<file path="src/design/sram_input_pkg.sv">
// ----------------------------------------------------------------------------
// Shared constants and types for the synchronous SRAM input qualifier.
// ----------------------------------------------------------------------------
package sram_input_pkg;

  // Width of the internal burst counter and of the seed taken from the
  // low address bits.
  localparam int BURST_W = 2;

  // Position of the lowest seed bit within the external address.
  localparam int SEED_LSB = 0;

  // Number of byte lanes in one word.
  localparam int BYTE_LANES = 4;

  // Documented default width of the external word address.
  localparam int ADDR_W_DEF = 18;

  // Default for the third chip select: 1 means the pin is present.
  localparam bit HAS_THIRD_CS_DEF = 1'b1;

  // Reset value of the burst counter.
  localparam logic [BURST_W-1:0] BURST_RST = 2'h0;

  // Burst counter step on an advance edge.
  localparam logic [BURST_W-1:0] BURST_STEP = 2'h1;

  // Byte write mask for no bytes and for every byte.
  localparam logic [BYTE_LANES-1:0] LANES_NONE = 4'h0;
  localparam logic [BYTE_LANES-1:0] LANES_ALL  = 4'hf;

  // Selection state, one-hot.
  typedef enum logic [1:0] {
    ST_DESELECTED = 2'h1,
    ST_SELECTED   = 2'h2
  } sel_state_t;

  // Per-cycle access decision, carried as one registered bundle.
  typedef struct packed {
    logic                  load;     // A new external address was taken.
    logic                  read;     // The access is a read.
    logic [BYTE_LANES-1:0] byte_we;  // Byte lanes to be written.
  } access_t;

endpackage : sram_input_pkg

</file>
<file path="src/design/sram_input_ctrl.sv">
// Notes on behaviour
// - Capture address only when strobed and selected.
// - Load low address bits into burst counter.
// - Byte lane selects choose written bytes.
// - Global write writes all bytes.
// - Byte write needs qualifier sampled low.
// - Advance input low steps the burst counter.
// - Primary chip select is active low.
// - Processor strobe ignored while primary select high.
// - Secondary chip select is active high.
// - Chip selects sampled only on address loads.
// - Third select active low, absent means active.
// - Both strobes low: processor strobe wins.
`timescale 1ns/1ps

module sram_input_ctrl #(
  parameter int ADDR_W       = sram_input_pkg::ADDR_W_DEF,
  parameter bit HAS_THIRD_CS = sram_input_pkg::HAS_THIRD_CS_DEF
) (
  // Clock and reset.
  input  wire logic                                  CLK_IN,
  input  wire logic                                  SYS_RST_IN,
  // Address and strobes.
  input  wire logic [ADDR_W-1:0]                     ADDRESS_IN,
  input  wire logic                        PROCESSOR_ADDRESS_STROBE_N_IN,
  input  wire logic                        CONTROLLER_ADDRESS_STROBE_N_IN,
  input  wire logic                                  BURST_ADVANCE_N_IN,
  // Chip selects.
  input  wire logic                                  PRIMARY_CHIP_SELECT_N_IN,
  input  wire logic                                  SECONDARY_CHIP_SELECT_IN,
  input  wire logic                                  THIRD_CHIP_SELECT_N_IN,
  // Write controls.
  input  wire logic                                  GLOBAL_WRITE_N_IN,
  input  wire logic                                  BYTE_WRITE_QUALIFIER_N_IN,
  input  wire logic [sram_input_pkg::BYTE_LANES-1:0] BYTE_LANE_WRITE_SELECT_N_IN,
  // Captured address and burst position.
  output logic      [ADDR_W-1:0]                     ADDRESS_OUT,
  output logic      [sram_input_pkg::BURST_W-1:0]    BURST_SEED_BITS_OUT,
  // Access decision.
  output logic                                       SELECTED_OUT,
  output logic                                       ADDRESS_LOAD_OUT,
  output logic                                       READ_OUT,
  output logic      [sram_input_pkg::BYTE_LANES-1:0] BYTE_WRITE_OUT
);

  // --------------------------------------------------------------------------
  // Elaboration checks
  // --------------------------------------------------------------------------

  // The seed bits must exist within the address.
  if (ADDR_W < sram_input_pkg::BURST_W + sram_input_pkg::SEED_LSB) begin
    $error("ADDR_W too small to hold the burst seed bits");
  end

  // --------------------------------------------------------------------------
  // Input qualification
  // --------------------------------------------------------------------------

  logic proc_take;    // Processor strobe accepted this edge.
  logic ctrl_take;    // Controller strobe accepted this edge.
  logic load_now;     // An address strobe is accepted this edge, selected or not.
  logic third_ok;     // Third chip select seen as active.
  logic sel_now;      // All chip selects active this edge.
  logic active_now;   // The device takes part in this edge's access.

  // The selection state is declared here because the decode below reads it.
  sram_input_pkg::sel_state_t sel_q;  // Selection decision in force.
  sram_input_pkg::sel_state_t sel_d;  // Next selection decision.

  // Strobes and selects are decoded combinationally from the sampled pins.
  always_comb begin
    // A processor strobe is void while the primary select is high.
    proc_take = !PROCESSOR_ADDRESS_STROBE_N_IN
                && !PRIMARY_CHIP_SELECT_N_IN;
    // The controller strobe only counts when the processor strobe is not
    // low; when both are low the processor strobe decides alone.
    ctrl_take = !CONTROLLER_ADDRESS_STROBE_N_IN
                && PROCESSOR_ADDRESS_STROBE_N_IN;
    load_now  = proc_take || ctrl_take;
    // Without the third pin the select is treated as always active.
    third_ok  = HAS_THIRD_CS ? !THIRD_CHIP_SELECT_N_IN : 1'b1;
    // Every enable must be in its active state to select.
    sel_now   = !PRIMARY_CHIP_SELECT_N_IN
                && SECONDARY_CHIP_SELECT_IN
                && third_ok;
    // Burst cycles keep the decision made at the last load.
    active_now = load_now ? sel_now
                          : (sel_q == sram_input_pkg::ST_SELECTED);
  end

  // --------------------------------------------------------------------------
  // Selection state
  // --------------------------------------------------------------------------

  // The chip selects are looked at only on an address load; this is what
  // lets a burst run on while the selects move for another bank.
  always_comb begin
    sel_d = sel_q;
    unique case (sel_q)
      sram_input_pkg::ST_DESELECTED: begin
        // Stay deselected until a load with every select active.
        if (load_now && sel_now) begin
          sel_d = sram_input_pkg::ST_SELECTED;
        end
      end
      sram_input_pkg::ST_SELECTED: begin
        // A load with any select inactive deselects the device.
        if (load_now && !sel_now) begin
          sel_d = sram_input_pkg::ST_DESELECTED;
        end
      end
      default: begin
        // An illegal code recovers to the safe, deselected state.
        sel_d = sram_input_pkg::ST_DESELECTED;
      end
    endcase
  end

  // Registers the selection state.
  always_ff @(posedge CLK_IN or posedge SYS_RST_IN) begin
    if (SYS_RST_IN) begin
      sel_q <= sram_input_pkg::ST_DESELECTED;
    end else begin
      sel_q <= sel_d;
    end
  end

  // --------------------------------------------------------------------------
  // Address register and burst counter
  // --------------------------------------------------------------------------

  logic [ADDR_W-1:0]                  addr_q;   // Captured address.
  logic [ADDR_W-1:0]                  addr_d;   // Next captured address.
  logic [sram_input_pkg::BURST_W-1:0] burst_q;  // Burst counter.
  logic [sram_input_pkg::BURST_W-1:0] burst_d;  // Next burst count.

  // A load that deselects keeps the old address; the counter simply wraps
  // in its two bits, so the sequence order beyond it lives elsewhere.
  always_comb begin
    addr_d  = addr_q;
    burst_d = burst_q;
    if (load_now) begin
      if (sel_now) begin
        // Capture the new address and seed the counter from it.
        addr_d  = ADDRESS_IN;
        burst_d = ADDRESS_IN[sram_input_pkg::SEED_LSB
                             +: sram_input_pkg::BURST_W];
      end
    end else if (active_now && !BURST_ADVANCE_N_IN) begin
      // Step the burst counter on an advance edge of a live burst.
      burst_d = burst_q + sram_input_pkg::BURST_STEP;
    end
  end

  // Registers the address and counter.
  always_ff @(posedge CLK_IN or posedge SYS_RST_IN) begin
    if (SYS_RST_IN) begin
      addr_q  <= '0;
      burst_q <= sram_input_pkg::BURST_RST;
    end else begin
      addr_q  <= addr_d;
      burst_q <= burst_d;
    end
  end

  // --------------------------------------------------------------------------
  // Write decision
  // --------------------------------------------------------------------------

  sram_input_pkg::access_t acc_q;  // Registered access decision.
  sram_input_pkg::access_t acc_d;  // Next access decision.

  // Global write overrides the lane selects; otherwise the qualifier must
  // be low for the lanes to count. An idle edge writes nothing.
  always_comb begin
    acc_d.load    = load_now && sel_now;
    acc_d.read    = 1'b0;
    acc_d.byte_we = sram_input_pkg::LANES_NONE;
    if (active_now) begin
      if (!GLOBAL_WRITE_N_IN) begin
        // Every byte, regardless of lanes and qualifier.
        acc_d.byte_we = sram_input_pkg::LANES_ALL;
      end else if (!BYTE_WRITE_QUALIFIER_N_IN) begin
        // Only the lanes whose select is low.
        acc_d.byte_we = ~BYTE_LANE_WRITE_SELECT_N_IN;
      end else begin
        // Neither write control is low: the access reads.
        acc_d.read = 1'b1;
      end
    end
  end

  // Registers the access decision.
  always_ff @(posedge CLK_IN or posedge SYS_RST_IN) begin
    if (SYS_RST_IN) begin
      acc_q <= '0;
    end else begin
      acc_q <= acc_d;
    end
  end

  // --------------------------------------------------------------------------
  // Outputs
  // --------------------------------------------------------------------------

  // Every output but SELECTED_OUT is a flip-flop output; SELECTED_OUT decodes sel_q.
  always_comb begin
    ADDRESS_OUT         = addr_q;
    BURST_SEED_BITS_OUT = burst_q;
    SELECTED_OUT        = (sel_q == sram_input_pkg::ST_SELECTED);
    ADDRESS_LOAD_OUT    = acc_q.load;
    READ_OUT            = acc_q.read;
    BYTE_WRITE_OUT      = acc_q.byte_we;
  end
endmodule : sram_input_ctrl

</file>
<file path="config.mk">
export PLATFORM = sky130hd
export DESIGN_NAME = sram_input_ctrl
export DESIGN_NICKNAME = d
export VERILOG_FILES = /design/src/design/sram_input_pkg.sv /design/src/design/sram_input_ctrl.sv
export SDC_FILE = /design/constraint.sdc
export NUM_CORES = 1
export LEC_CHECK = 0
export ABC_CLOCK_PERIOD_IN_PS = 1930
export BUFFER_PORTS_ARGS = -buffer_cell sky130_fd_sc_hd__buf_2
export CORE_ASPECT_RATIO = 2
export CORE_UTILIZATION = 40
export CTS_BUF_LIST = sky130_fd_sc_hd__clkbuf_4 sky130_fd_sc_hd__clkbuf_8
export CTS_CLUSTER_DIAMETER = 150
export DETAILED_ROUTE_END_ITERATION = 10
export PLACE_DENSITY = 0.69
export SETUP_SLACK_MARGIN = 0.2
export SKIP_LAST_GASP = 1
export SLEW_MARGIN = 20
export SYNTH_ARGS = -nofsm -noshare
export SYNTH_HDL_FRONTEND = slang
export SYNTH_SLANG_ARGS = --single-unit
</file>
<file path="constraint.sdc">
create_clock -name CLK_IN -period 1.93 [get_ports CLK_IN]
set_clock_uncertainty 0.05 [all_clocks]
set_input_delay 0.0965 -clock CLK_IN [delete_from_list [all_inputs] [get_ports CLK_IN]]
set_output_delay 0.0965 -clock CLK_IN [all_outputs]
set_load 0.05 [all_outputs]
</file>
==> summary.txt <==
Outcome
  • Status: complete, no violations

Die
  • Core ar.: 0.00270 sq mm
  • Die area: 0.00305 sq mm
  • Starting Density: a little over two fifths
  • Die Ht: 77.2 um
  • # rows: 27
  • Boundary Pins: between 50 and 60
  • Die width: roughly 40 um

Power
  • Clock power share: 24.2%
  • Static leakage: about 0.83 nW
  • Switch Pwr: ~700 uW
  • Maximum VDD drop: 0.000705 V
  • PwrDens: between 1000 and 1500 mW/mm^2
  • Internal Pwr Total: between 1 and 1.5 mW
  • Combinational power share: between 30% and 40%
  • Switching portion of total power: 37.6%
  • Register share of total power: 39.6%

Timing
  • TNS Setup: 0 ns
  • Max Freq: 0.597 GHz
  • Slew @ Worst Pin: 0.348 ns
  • RSZ-0062 raised after global routing: no
  • Max_slew headroom: between 70% and 80%
  • Fin. Hold Viols: 0
  • Crit path time final: between 1.5 and 2 ns
  • Final worst-path cycle share: 86.8%
  • # setup viols final: 0
  • Final slew viol count: 0

GRT
  • Vias in the first global route: between 900 and 1000
  • Initial antenna violation count: 0
  • Largest net degree at the start of global routing: 29
  • First-pass GRT wire length: 3750 um
  • GRT Total Usage: roughly 17%
  • Global route total overflow: 0

Placed design
  • Gpl congestion: 0.823
  • Port buffer count: slightly below 60
  • Placed Instances: about 170
  • HPWL Detailed: about 1700 um

Finish
  • Antenna Cells: 0
  • Nets@finish: approximately 190
  • Most common cell after layout, fill and taps aside: buf_2
  • Area Overhead vs Synth: 44.6%
  • Final Core Density: just over 60%
  • Layout filler cell count: approximately 230
  • Commonest cells after routing, fill and taps aside: 58 x buf_2, 27 x dfrtp_1, 18 x mux2_2
  • Layout cells sized above 1: between 50% and 60%
  • Non-Filler Instances: ~180

Critical path
  • CP required: 2.04 ns
  • Slowest stage delay, CP: 0.54 ns
  • Crit path max-delay cell type: dfstp_2
  • Buffers and inverters on the worst path: 0
  • CP startpoint kind: register
  • CP delay by family, top: flip-flops
  • CP Capture Type: register
  • Arr. time, crit path: around 1.8 ns
  • Crit path max fanout: 5
  • CP cell instances: and2b_2 > a32oi_4 > mux2_1 > o31a_1
  • CP Class: reg2reg

Synthesis
  • Post-Synth XOR/XNOR Area: less than 1%
  • Yosys warns: 0
  • Share of the synthesized area in the top cell type: 59.8%
  • Distinct cell type count after synthesis: 19
  • Synth top area cells: dfrtp_1 60%, mux2_2 18%, o21a_1 2.7%, a32oi_4 2.4%, dfstp_2 2.3%
  • Register area share after synthesis: a little over 60%
  • Syn_nets: around 110
  • FF+latch count, synth: 28
  • Compound-Gate Fraction of Synth Area: roughly 7.6%
  • Mux cell area share after synthesis: around a fifth
  • Avg Inst Size Synth: between 10 and 15 sq um
  • Cell area after synthesis: roughly 0.0011 sq mm
  • Largest area contributor in the netlist: dfrtp_1
  • Post-Syn Instances: 80
  • Adder-cell share of the synthesized area: 0%
  • Largest family of logic cells by synthesized area: multiplexers
  • Post-Synth Simple-Gate Area: 7.64%

Drt
  • Final wirelength: about 2300 um
  • Routed WL per cell: ~13 um
  • Drt first-iter violations: 6
  • DR vias/cell: 4.82
  • Drc violations: 0
  • DRT Pass-1 Iters: 2
  • Final ANT Viol Nets: 0
  • Vias: between 800 and 900

Clocking
  • Post-CTS Resized: 0
  • Root Buffer: clkbuf_8
  • Clock Sinks: 28
  • CTS tree: built
  • H-tree depth: 1
  • Clock Path Buffers: 2
  • Cts bufs inserted: 3
  • Clock-pin slew on the worst setup and hold paths: 0.09 ns
  • Worst-skew pair later-pin latency: ~0.27 ns

Flow run
  • MaxCap Viol Count: 0

Hold path
  • Worst Hold Class: in2reg
-- power groups by stage --
stage / clock [mW] / combinational [mW] / sequential, mW
floorplan: 0 / 0.143 / 1.11
global placement: 0 / 0.657 / 0.748
detailed placement: 0 / 0.668 / 0.755
CTS: 0.467 / 0.684 / 0.743
global route: 0.483 / 0.713 / 0.756
finish: 0.453 / 0.677 / 0.741
-- state kept, by name (all words and copies together) (netlist names) --
name / cells
sel_q: 2
ADDRESS_OUT: 18
ADDRESS_LOAD_OUT: 1
BURST_SEED_BITS_OUT: 2
READ_OUT: 1
BYTE_WRITE_OUT: 4
-- final cells by class --
type	count	area (sq um)	area share [%]
multi-input combinational	48	412	25.2
clock buffer	3	41.3	2.53
clock inverter	1	30.0	1.84
tap	29	36.3	2.22
timing repair buffer	70	405	24.8
inverter	2	7.51	0.459
sequential	28	702	43.0
-- stage by stage --
step | hold slack [ns] | cell area [sq um] | power (mW) | setup slack (ns)
final | 0.00734 | 1630 | 1.87 | 0.254
after global routing | 0.00375 | 1630 | 1.95 | 0.208
after CTS | 0.00256 | 1630 | 1.89 | 0.261
after detailed placement | 0.128 | 1460 | 1.42 | 0.275
after global placement | 0.119 | 1460 | 1.40 | 0.328
after floorplan | 0.111 | 1130 | 1.25 | 0.211
-- synthesized netlist by cell type, drive strengths merged --
| cell type | instances |
|---|---|
| a21oi | 1 |
| a32oi | 1 |
| and2 | 2 |
| and2b | 1 |
| and3b | 1 |
| buf | 2 |
| dfrtp | 27 |
| dfstp | 1 |
| inv | 2 |
| mux2 | 20 |
| nand2 | 7 |
| nor2 | 5 |
| nor3b | 1 |
| o21a | 4 |
| o21ai | 3 |
| o31a | 1 |
| xnor2 | 1 |
-- worst register-to-register path: stages (launching register included) --
cell	delay, ns
dfstp_2	0.54
and2b_2	0.26
a32oi_4	0.27
mux2_1	0.35
o31a_1	0.10
-- worst paths after layout --
kind,slack (ns),cells past startpoint,to,startpoint
worst max-delay path,0.25,4,BURST_SEED_BITS_OUT[0],sel_q[0]
worst min-delay path,0.007,2,ADDRESS_OUT[11],ADDRESS_IN[11]
worst max register to register,0.25,4,BURST_SEED_BITS_OUT[0],sel_q[0]
worst min register to register,0.46,1,ADDRESS_OUT[10],ADDRESS_OUT[10]
max in group asynchronous,1.18,4,sel_q[0],SYS_RST_IN
min in group asynchronous,0.35,4,BYTE_WRITE_OUT[0],SYS_RST_IN
-- metal layers --
metal | GRT usage [%] | wire, um
met3 | 2.02 | 112
met2 | 32.3 | 1370
met1 | 17.3 | 814
met5 | 0 | 0
met4 | 7.24 | 31
-- logic make-up (layout without fill, tap and decap cells) --
family	Yosys count	in the layout
mux	20	20
compound gates	10	10
buf+inv	4	76
flops	28	28
xor+xnor	1	1
simple gates	17	17
-- repair_timing --
action                    CTS  global route
setup buffers               0             0
hold endpoints to repair   36             0
hold buffers               10             0
No activity file was read; power rests on OpenSTA's default activity.
